$ cat config.mk
export PLATFORM = sky130hd
export DESIGN_NAME = rebs_top
export DESIGN_NICKNAME = d
export VERILOG_FILES = /design/src/rebs_pkg.sv /design/src/rebs_top.sv
export VERILOG_INCLUDE_DIRS = /design/src
export SDC_FILE = /design/constraint.sdc
export NUM_CORES = 1
export LEC_CHECK = 0
export BUFFER_PORTS_ARGS = -buffer_cell sky130_fd_sc_hd__buf_4
export CORE_MARGIN = 2
export CORE_UTILIZATION = 40
export DETAILED_ROUTE_END_ITERATION = 12
export MAX_ROUTING_LAYER = met4
export PLACE_DENSITY = 0.75
export SYNTH_ARGS = -nofsm -noshare
export SYNTH_HDL_FRONTEND = slang
export SYNTH_SLANG_ARGS = --single-unit
$ cat constraint.sdc
create_clock -name clk_sys -period 2.5 [get_ports clk_sys]
set_input_delay 0.125 -clock clk_sys [delete_from_list [all_inputs] [get_ports clk_sys]]
set_output_delay 0.125 -clock clk_sys [all_outputs]
set_load 0.01 [all_outputs]
$ cat src/rebs_defines.svh
// Register map, field positions, reset values and widths of the rising-edge blank source block
`ifndef REBS_DEFINES_SVH
`define REBS_DEFINES_SVH

`define REBS_ADDR_W          4
`define REBS_OFF_SRC_SEL     4'h0
`define REBS_OFF_BLANK_LEN   4'h4
`define REBS_OFF_STATUS      4'h8

`define REBS_BIT_PIN         7
`define REBS_BIT_CMP3        3
`define REBS_BIT_CMP2        2
`define REBS_BIT_CMP1        1
`define REBS_BIT_ACTIVE      16
`define REBS_SRC_SEL_MASK    8'h8E
`define REBS_SRC_SEL_RESET   8'h00
`define REBS_BLANK_LEN_RESET 8'h00

`define REBS_RESP_OKAY       2'h0
`define REBS_RESP_SLVERR     2'h2

`endif

$ cat src/rebs_pkg.sv
// Types shared by the rising-edge blank source block
package rebs_pkg;
    typedef logic [7:0]  rebs_byte_type;
    typedef logic [31:0] rebs_word_type;
    typedef logic [1:0]  rebs_resp_type;
endpackage

$ cat src/rebs_top.sv
// Rising-edge blank source selection with AXI4-Lite register slave
//
// Summary of operation
// Bit 7 set: pin blanked after rise
// Bit 7 clear: pin passes unblanked
// Bits 6 to 4 read zero
// Bit 3 blanks comparator 3 output
// Bit 2 blanks comparator 2 output
// Bit 1 blanks comparator 1 output
// Interval length from blanking duration register
// Interval starts at rise, counts clocks
//
// Chosen here: the register offsets and register access over AXI4-Lite.
`timescale 1ns/1ns
`include "rebs_defines.svh"

module rebs_top #(
    parameter int BLANK_W = 8
) (
    input  wire logic                   clk_sys,
    input  wire logic                   rstn,
    // AXI4-Lite slave
    input  wire logic [`REBS_ADDR_W-1:0] s_axi_awaddr,
    input  wire logic                   s_axi_awvalid,
    output logic                        s_axi_awready,
    input  wire logic [31:0]            s_axi_wdata,
    input  wire logic [3:0]             s_axi_wstrb,
    input  wire logic                   s_axi_wvalid,
    output logic                        s_axi_wready,
    output logic [1:0]                  s_axi_bresp,
    output logic                        s_axi_bvalid,
    input  wire logic                   s_axi_bready,
    input  wire logic [`REBS_ADDR_W-1:0] s_axi_araddr,
    input  wire logic                   s_axi_arvalid,
    output logic                        s_axi_arready,
    output logic [31:0]                 s_axi_rdata,
    output logic [1:0]                  s_axi_rresp,
    output logic                        s_axi_rvalid,
    input  wire logic                   s_axi_rready,
    // Event sources and blanking trigger
    input  wire logic                   external_event_pin,
    input  wire logic                   comparator1_synced_output,
    input  wire logic                   comparator2_synced_output,
    input  wire logic                   comparator3_synced_output,
    input  wire logic                   pwm_rise_event,
    // Sources as seen by the event logic
    output logic                        pin_source_gated,
    output logic                        cmp1_source_gated,
    output logic                        cmp2_source_gated,
    output logic                        cmp3_source_gated,
    output logic                        blank_active
);

    // ==========================================================
    // Register write path
    // ==========================================================
    logic                    awready_q, awready_d;
    logic                    wready_q, wready_d;
    logic                    bvalid_q, bvalid_d;
    rebs_pkg::rebs_resp_type bresp_q, bresp_d;
    logic [`REBS_ADDR_W-1:0] waddr_q, waddr_d;
    rebs_pkg::rebs_byte_type wbyte_q, wbyte_d;
    logic                    wstrb0_q, wstrb0_d;
    rebs_pkg::rebs_byte_type src_sel_q, src_sel_d;
    rebs_pkg::rebs_byte_type blank_len_q, blank_len_d;
    logic                    write_fire;

    // A write completes only once both address and data have been taken
    assign write_fire = !awready_q && !wready_q && !bvalid_q;

    always_comb begin
        awready_d   = awready_q;
        wready_d    = wready_q;
        bvalid_d    = bvalid_q;
        bresp_d     = bresp_q;
        waddr_d     = waddr_q;
        wbyte_d     = wbyte_q;
        wstrb0_d    = wstrb0_q;
        src_sel_d   = src_sel_q;
        blank_len_d = blank_len_q;
        if (awready_q && s_axi_awvalid) begin
            awready_d = 1'b0;
            waddr_d   = s_axi_awaddr;
        end
        if (wready_q && s_axi_wvalid) begin
            wready_d = 1'b0;
            wbyte_d  = s_axi_wdata[7:0];
            wstrb0_d = s_axi_wstrb[0];
        end
        if (write_fire) begin
            bvalid_d = 1'b1;
            bresp_d  = `REBS_RESP_OKAY;
            unique case (waddr_q)
                `REBS_OFF_SRC_SEL: begin
                    // Unimplemented positions are never stored
                    if (wstrb0_q) begin
                        src_sel_d = wbyte_q & `REBS_SRC_SEL_MASK;
                    end
                end
                `REBS_OFF_BLANK_LEN: begin
                    if (wstrb0_q) begin
                        blank_len_d = wbyte_q;
                    end
                end
                `REBS_OFF_STATUS: begin
                    bresp_d = `REBS_RESP_OKAY;
                end
                default: begin
                    bresp_d = `REBS_RESP_SLVERR;
                end
            endcase
        end
        if (bvalid_q && s_axi_bready) begin
            bvalid_d  = 1'b0;
            awready_d = 1'b1;
            wready_d  = 1'b1;
        end
    end

    always_ff @(posedge clk_sys or negedge rstn) begin
        if (!rstn) begin
            awready_q   <= 1'b1;
            wready_q    <= 1'b1;
            bvalid_q    <= 1'b0;
            bresp_q     <= `REBS_RESP_OKAY;
            waddr_q     <= '0;
            wbyte_q     <= 8'h00;
            wstrb0_q    <= 1'b0;
            src_sel_q   <= `REBS_SRC_SEL_RESET;
            blank_len_q <= `REBS_BLANK_LEN_RESET;
        end else begin
            awready_q   <= awready_d;
            wready_q    <= wready_d;
            bvalid_q    <= bvalid_d;
            bresp_q     <= bresp_d;
            waddr_q     <= waddr_d;
            wbyte_q     <= wbyte_d;
            wstrb0_q    <= wstrb0_d;
            src_sel_q   <= src_sel_d;
            blank_len_q <= blank_len_d;
        end
    end

    // ==========================================================
    // Register read path
    // ==========================================================
    logic                    arready_q, arready_d;
    logic                    rvalid_q, rvalid_d;
    rebs_pkg::rebs_word_type rdata_q, rdata_d;
    rebs_pkg::rebs_resp_type rresp_q, rresp_d;
    logic [BLANK_W-1:0]      cnt_q, cnt_d;

    always_comb begin
        arready_d = arready_q;
        rvalid_d  = rvalid_q;
        rdata_d   = rdata_q;
        rresp_d   = rresp_q;
        if (arready_q && s_axi_arvalid) begin
            arready_d = 1'b0;
            rvalid_d  = 1'b1;
            rresp_d   = `REBS_RESP_OKAY;
            rdata_d   = 32'h0000_0000;
            unique case (s_axi_araddr)
                `REBS_OFF_SRC_SEL: begin
                    rdata_d[7:0] = src_sel_q & `REBS_SRC_SEL_MASK;
                end
                `REBS_OFF_BLANK_LEN: begin
                    rdata_d[7:0] = blank_len_q;
                end
                `REBS_OFF_STATUS: begin
                    // Live countdown and active flag for software
                    rdata_d[BLANK_W-1:0] = cnt_q;
                    rdata_d[`REBS_BIT_ACTIVE] = (cnt_q != '0);
                end
                default: begin
                    rresp_d = `REBS_RESP_SLVERR;
                end
            endcase
        end
        if (rvalid_q && s_axi_rready) begin
            rvalid_d  = 1'b0;
            arready_d = 1'b1;
        end
    end

    always_ff @(posedge clk_sys or negedge rstn) begin
        if (!rstn) begin
            arready_q <= 1'b1;
            rvalid_q  <= 1'b0;
            rdata_q   <= 32'h0000_0000;
            rresp_q   <= `REBS_RESP_OKAY;
        end else begin
            arready_q <= arready_d;
            rvalid_q  <= rvalid_d;
            rdata_q   <= rdata_d;
            rresp_q   <= rresp_d;
        end
    end

    // ==========================================================
    // Blanking interval and source gating
    // ==========================================================
    logic pin_meta_q, pin_sync_q;
    logic pin_g_q, pin_g_d;
    logic c1_g_q, c1_g_d;
    logic c2_g_q, c2_g_d;
    logic c3_g_q, c3_g_d;
    logic active;
    logic blank_q, blank_d;

    // Gate a source: while blanked it holds its last level, so no edge can leak through.
    // Forcing it low instead would itself manufacture a falling event.
    function automatic logic gate_src(input logic sel, input logic held, input logic live);
        gate_src = (active && sel) ? held : live;
    endfunction

    assign active = (cnt_q != '0);

    always_comb begin
        cnt_d = cnt_q;
        if (pwm_rise_event) begin
            // A new rise restarts the window; zero length means no blanking
            cnt_d = blank_len_q[BLANK_W-1:0];
        end else if (active) begin
            cnt_d = cnt_q - BLANK_W'(1);
        end
        // Registered copy of the window flag so the output comes from a flop
        blank_d = (cnt_d != '0);
        pin_g_d = gate_src(src_sel_q[`REBS_BIT_PIN], pin_g_q, pin_sync_q);
        c3_g_d  = gate_src(src_sel_q[`REBS_BIT_CMP3], c3_g_q, comparator3_synced_output);
        c2_g_d  = gate_src(src_sel_q[`REBS_BIT_CMP2], c2_g_q, comparator2_synced_output);
        c1_g_d  = gate_src(src_sel_q[`REBS_BIT_CMP1], c1_g_q, comparator1_synced_output);
    end

    always_ff @(posedge clk_sys or negedge rstn) begin
        if (!rstn) begin
            pin_meta_q <= 1'b0;
            pin_sync_q <= 1'b0;
            cnt_q      <= '0;
            blank_q    <= 1'b0;
            pin_g_q    <= 1'b0;
            c1_g_q     <= 1'b0;
            c2_g_q     <= 1'b0;
            c3_g_q     <= 1'b0;
        end else begin
            pin_meta_q <= external_event_pin;
            pin_sync_q <= pin_meta_q;
            cnt_q      <= cnt_d;
            blank_q    <= blank_d;
            pin_g_q    <= pin_g_d;
            c1_g_q     <= c1_g_d;
            c2_g_q     <= c2_g_d;
            c3_g_q     <= c3_g_d;
        end
    end

    // ==========================================================
    // Outputs
    // ==========================================================
    assign s_axi_awready     = awready_q;
    assign s_axi_wready      = wready_q;
    assign s_axi_bvalid      = bvalid_q;
    assign s_axi_bresp       = bresp_q;
    assign s_axi_arready     = arready_q;
    assign s_axi_rvalid      = rvalid_q;
    assign s_axi_rdata       = rdata_q;
    assign s_axi_rresp       = rresp_q;
    assign pin_source_gated  = pin_g_q;
    assign cmp1_source_gated = c1_g_q;
    assign cmp2_source_gated = c2_g_q;
    assign cmp3_source_gated = c3_g_q;
    assign blank_active      = blank_q;

endmodule

==> key figures, run 1 <==
Logic synthesis
  • Synth Register Bits: 56
  • Most instantiated library cell after synthesis: dfrtp_1
  • Post-synth EDFFs: 0
  • Synth Area per Inst: roughly 12 um2
  • Syn Inst Count: approximately 240
  • Mapped Area: 2710 um2
  • Post-synth top area cell: dfrtp_1
  • Synth async-reset ratio: 100%
  • Top cells by count, synth: dfrtp_1, mux2_2, buf_4
  • Synth Flop Type: dfrtp_1
  • Synth warn: 0
  • Seq/Total Area, Yosys: around half
  • Count of different cell masters after synthesis: 43
  • Top cells by area, synth: dfrtp_1, mux2_2, buf_4
  • Share of the synthesized area in the top cell type: 48.9%

Die
  • Row count: 30
  • Die ar.: 7460 um2
  • Die Height: 86.4 um
  • Io pins: a little over 100
  • Core ar.: between 6000 and 7000 um2
  • Initial Util: around 40%
  • Chip Width: between 80 and 90 um

Cells and area
  • Final net count: 347
  • FILL cells: ~630
  • Layout cells sized above 1: 33.4%
  • ANT cells: 0
  • Area growth syn-to-layout: 18.4%
  • Final std cells w/o fill: 370

Critical path
  • Startpoint types: register
  • Critical Path AT: around 2.4 ns
  • Worst EP required: ~2.7 ns
  • Crit path max fanout: 8
  • Worst setup EP type: register
  • Category of the most critical setup path: register to register

Routing
  • DR vias: 1875
  • Highest Signal Layer: met4
  • Vias per inst: ~5.1
  • DR iter-0 viols: 80
  • # DRC: 0
  • Met2 wire length: 2.35 mm
  • DR pass1 iterations: 4
  • ANT nets after route: 0
  • Drt wl/cell: 13.8 um
  • WL final: 5.12 mm
  • Met1 WL: 2.32 mm
  • Met3 wire length: about 330 um

Timing
  • Count of final hold-check violations: 0
  • Least-Margin Pin Slew: 0.689 ns
  • Final setup violation count: 0
  • Max-slew violation count: 0
  • Final Cycle Share: between 80 and 90%
  • Max-slew headroom: between 50% and 60%
  • RSZ-0062 raised after global routing: false
  • Setup tns final: 0 ns
  • Fmax: 0.456 GHz
  • Clk_skew: 0.00424 ns
  • Min Clock Period, post-route: around 2.2 ns

Placed design
  • IO buf count: 49
  • Dpl cells: between 300 and 400
  • Estimated wirelength of the detail-placed design: 3.81 mm
  • GP Congestion: 0.922

CTS
  • Clk slew on worst S/H paths: about 0.10 ns
  • H-Tree Depth: 2
  • Clk_lat worst skew: just over 0.3 ns
  • Post-CTS setup buffer count: 0
  • CTS tree: done
  • CTS Root Cell: clkbuf_8
  • CTS sink cnt: 56
  • CTS max path bufs: 2
  • CTS buffer count: 5

Global route
  • Largest net degree at the start of global routing: 57
  • Vias in the first global route: 1906
  • All-Layer GR Usage: approximately 15%
  • GRT overflow: 0
  • Initial antenna violation count: 0
  • First-pass GRT wire length: between 8 and 9 mm

Power
  • P_leak: 0.00150 uW
  • Post-layout power: approximately 3200 uW
  • Max rail drop VDD: 563 uV
  • PwrDens: ~1000 nW/um2

Run status
  • Status: finished, final reports clean

Job
  • Max Cap Violations: 0

Min path
  • Hold crit path type: input pin to register
## placed cells by master, fill, tap and decap left out, types with 2 or more instances in the layout
cell           instances
inv_1                  6
nor2_1                 7
mux2_2                29
ha_1                   2
dfrtp_1               53
nand2_1               24
a22o_1                 4
a211oi_1               2
dfstp_2                3
nor3_1                 5
clkbuf_8               6
dlygate4sd3_1          6
a21oi_1                5
o21ai_0               13
or4_4                  2
a21boi_0               2
a22oi_1                4
a21o_1                 2
mux2_1                 3
nor2b_1                3
mux2i_1                5
nor4b_1                2
o31ai_1                5
conb_1                25
nor4_1                 2
buf_4                 50
nor4_2                 2
## critical path: stages (launching register included)
cell	delay [ns]
dfrtp_1	0.49
inv_1	0.15
ha_1	0.20
or3b_2	0.52
nor3_1	0.18
o31ai_1	0.11
nor4_1	0.32
nand3b_1	0.11
## metrics by stage
stage                     utilization [%]  hold slack (ns)  instance area (um2)  setup slack [ns]
after floorplan                         -           -0.171                 2800             0.461
after global placement               45.4            0.214                 3030             0.353
after detailed placement             45.4            0.225                 3030             0.315
after CTS                            48.1           0.0170                 3210             0.302
after global routing                 48.1           0.0154                 3210             0.139
final                                48.1           0.0235                 3210             0.306
## layout make-up
class	count	area [um2]	area share, %
flip-flops and latches	56	1410	43.7
clock inverters	2	38.8	1.21
repair buffers	56	435	13.6
clock buffers	6	82.6	2.57
well taps	80	100	3.12
inverters	6	22.5	0.701
multi-input cells	164	1130	35.1
## state kept, by name, summed over array words and instances, names as in the netlist
signal             flops
blank_active           1
blank_len_q            8
cmp1_source_gated      1
cmp2_source_gated      1
cmp3_source_gated      1
cnt_q                  8
pin_meta_q             1
pin_source_gated       1
pin_sync_q             1
s_axi_arready          1
s_axi_awready          1
s_axi_bresp            1
s_axi_bvalid           1
s_axi_rdata            9
s_axi_rresp            1
s_axi_rvalid           1
s_axi_wready           1
src_sel_q              4
waddr_q                4
wbyte_q                8
wstrb0_q               1
## power breakdown
group	internal, uW	switching [uW]	leakage (uW)	total, uW
Clock	328	297	0.0000614	625
Combinational	580	479	0.000743	1060
Sequential	1230	291	0.000695	1520
## path summary, 6_finish.rpt
kind                                           startpoint                end  slack [ns]  depth (start not counted)
max in group asynchronous                            rstn    s_axi_rdata[16]        1.66                          2
min in group asynchronous                            rstn         wbyte_q[4]        0.39                          2
worst min-delay path            comparator1_synced_output  cmp1_source_gated        0.02                          2
worst max register to register                   cnt_q[0]       blank_active        0.31                          7
worst min register to register                 pin_meta_q         pin_sync_q        0.36                          0
worst max-delay path                             cnt_q[0]       blank_active        0.31                          7
## logic make-up (layout without fill, tap and decap cells)
group	Yosys count	after routing	synth area share, %
simple gates	57	57	11.4
flops	56	56	51.8
compound gates	42	42	10.3
buf+inv	39	70	9.96
mux	37	37	15.1
fa+ha+maj	2	2	0.922
other cells	1	25	0.138
xor+xnor	1	1	0.323
## metal layers
| layer | up-vias | GRT usage, % |
|---|---|---|
| li1 | 888 | - |
| met1 | 906 | 19.7 |
| met2 | 70 | 23.0 |
| met3 | 11 | 3.24 |
| met4 | 0 | 6.25 |
| met5 | - | - |
## repair_timing
action / in CTS / in global routing
hold buffers: 6 / 0
resized for setup: 0 / 0
endpoints found under the hold margin: 58 / 0
Note: power is estimated with default switching activity, not from simulation.
==> run 2: changes to the inputs <==
--- a/config.mk
+++ b/config.mk
@@ -8,10 +8,10 @@
 export LEC_CHECK = 0
 export BUFFER_PORTS_ARGS = -buffer_cell sky130_fd_sc_hd__buf_4
 export CORE_MARGIN = 2
-export CORE_UTILIZATION = 40
+export CORE_UTILIZATION = 39
 export DETAILED_ROUTE_END_ITERATION = 12
 export MAX_ROUTING_LAYER = met4
-export PLACE_DENSITY = 0.75
+export PLACE_DENSITY = 0.74
 export SYNTH_ARGS = -nofsm -noshare
 export SYNTH_HDL_FRONTEND = slang
 export SYNTH_SLANG_ARGS = --single-unit
==> run 2 against run 1 <==
  * Via count shrank 0.48%
  * Worst hold slack improved by 0.0073 ns
  * First-iteration DRC count is 6.3% higher
  * Clock skew rose by 0.0039 ns
  * Flip-flop and latch count stayed put
  * Largest power group unchanged
  * Die area is 2.4% higher
  * Combinational power grew 4%
  * Worst setup slack lost 0.049 ns
==> key figures, run 2 (synthesis gave the netlist of run 1 again) <==
Run status
  • Status: finished, final reports clean

Cells and area
  • Area growth syn-to-layout: 17.6%
  • Most frequent cells in the layout: dfrtp_1, buf_4, mux2_2
  • Final std cells w/o fill: approximately 370
  • Max reg flops: 9
  • FILL cells: about 630
  • Layout cells sized above 1: 33.7%
  • Most common library cell in the layout ignoring fill and taps: dfrtp_1
  • Final net count: ~350
  • ANT cells: 0
  • Final core utilization: 47.2%

Timing
  • Least-Margin Pin Slew: around 0.68 ns
  • Min Clock Period, post-route: 2.24 ns
  • Final setup violation count: 0
  • Final Cycle Share: between 80% and 90%
  • RSZ-0062 raised after global routing: false
  • Clk_skew: 0.00809 ns
  • Fmax: around 0.45 GHz
  • Max-slew headroom: a little over half
  • Count of final hold-check violations: 0
  • Max-slew violation count: 0
  • Setup tns final: 0 ns

Routing
  • ANT nets after route: 0
  • Vias per inst: 5.03
  • DR vias: about 1.9k
  • DR pass1 iterations: 4
  • # DRC: 0
  • Drt wl/cell: 14.1 um
  • WL final: roughly 5.2 mm
  • DR iter-0 viols: 85

Placed design
  • IO buf count: a little under 50
  • Dpl cells: ~360
  • GP Congestion: just over 0.9
  • Estimated wirelength of the detail-placed design: 3.93 mm

Die
  • Die Height: between 80 and 90 um
  • Core ar.: around 6800 um2
  • Initial Util: approximately 40%
  • Io pins: a little over 100
  • Chip Width: 87.4 um
  • Die ar.: 7640 um2
  • Row count: 30

Critical path
  • Crit path max fanout: 8
  • Startpoint types: register
  • Worst setup EP type: register
  • Critical Path AT: 2.44 ns
  • Worst EP required: between 2 and 3 ns
  • Category of the most critical setup path: register to register

Min path
  • Hold crit path type: input pin to register

Global route
  • Initial antenna violation count: 0
  • Vias in the first global route: between 1.5k and 2k
  • First-pass GRT wire length: 8.56 mm
  • Largest net degree at the start of global routing: 57
  • All-Layer GR Usage: between 10% and 20%
  • GRT overflow: 0

Job
  • Max Cap Violations: 0

CTS
  • H-Tree Depth: 2
  • Cts hold-fix bufs: 6
  • Clk_lat worst skew: between 0.3 and 0.4 ns
  • CTS Root Cell: clkbuf_8
  • PostCTS Resize Cnt: 0
  • CTS max path bufs: 2
  • CTS buffer count: 5
  • CTS tree: done
  • CTS sink cnt: 56
  • Post-CTS setup buffer count: 0
  • Clk slew on worst S/H paths: 0.10 ns

Power
  • PwrDens: between 900 and 1000 nW/um2
  • Max rail drop VDD: 493 uV
  • P_leak: between 0.001 and 0.0015 uW
run 2: critical path, cell delays in order (launching register included):
cell and delay, ns:
dfrtp_1 0.48, inv_1 0.13, ha_1 0.20, or3b_2 0.51, nor3_1 0.18, o31ai_1 0.12, nor4_1 0.37, nand3b_1 0.12
run 2: path summary, 6_finish.rpt:
path | startpoint | endpoint | slack, ns | depth (start not counted)
max | cnt_q[0] | blank_active | 0.26 | 7
min | comparator1_synced_output | cmp1_source_gated | 0.03 | 2
max reg2reg | cnt_q[0] | blank_active | 0.26 | 7
min reg2reg | pin_meta_q | pin_sync_q | 0.35 | 0
max in group asynchronous | rstn | s_axi_rdata[7] | 1.66 | 2
min in group asynchronous | rstn | wbyte_q[4] | 0.38 | 2
run 2: power by group:
| group | internal, uW | switching, uW | total [uW] |
|---|---|---|---|
| combinational | 589 | 506 | 1100 |
| sequential | 1230 | 278 | 1510 |
| clock | 201 | 298 | 499 |
run 2: area by class of cell:
class                   instances  area, um2  share of cell area (%)
well taps                      80        100                    3.14
clock buffers                   5       68.8                    2.16
flip-flops and latches         56       1410                    44.0
multi-input cells             164       1130                    35.4
clock inverters                 3       22.5                   0.706
inverters                       6       22.5                   0.706
repair buffers                 57        443                    13.9
run 2: layer usage:
layer  vias up  routed length, um  GRT usage, %
met5         -                  0             -
met4         0                 54          3.36
met3         6                282          3.22
met2        66               2500          23.7
met1       902               2410          19.3
li1        892                  -             -
run 2: per-stage QoR:
step / power (uW) / hold WS [ns] / cell area, um2 / worst slack (ns)
final: 3100 / 0.0308 / 3190 / 0.256
after global routing: 3330 / 0.0173 / 3190 / 0.0755
after CTS: 3120 / 0.0291 / 3190 / 0.193
after detailed placement: 2620 / 0.219 / 3040 / 0.222
after global placement: 2560 / 0.213 / 3040 / 0.364
after floorplan: 2280 / -0.171 / 2800 / 0.461
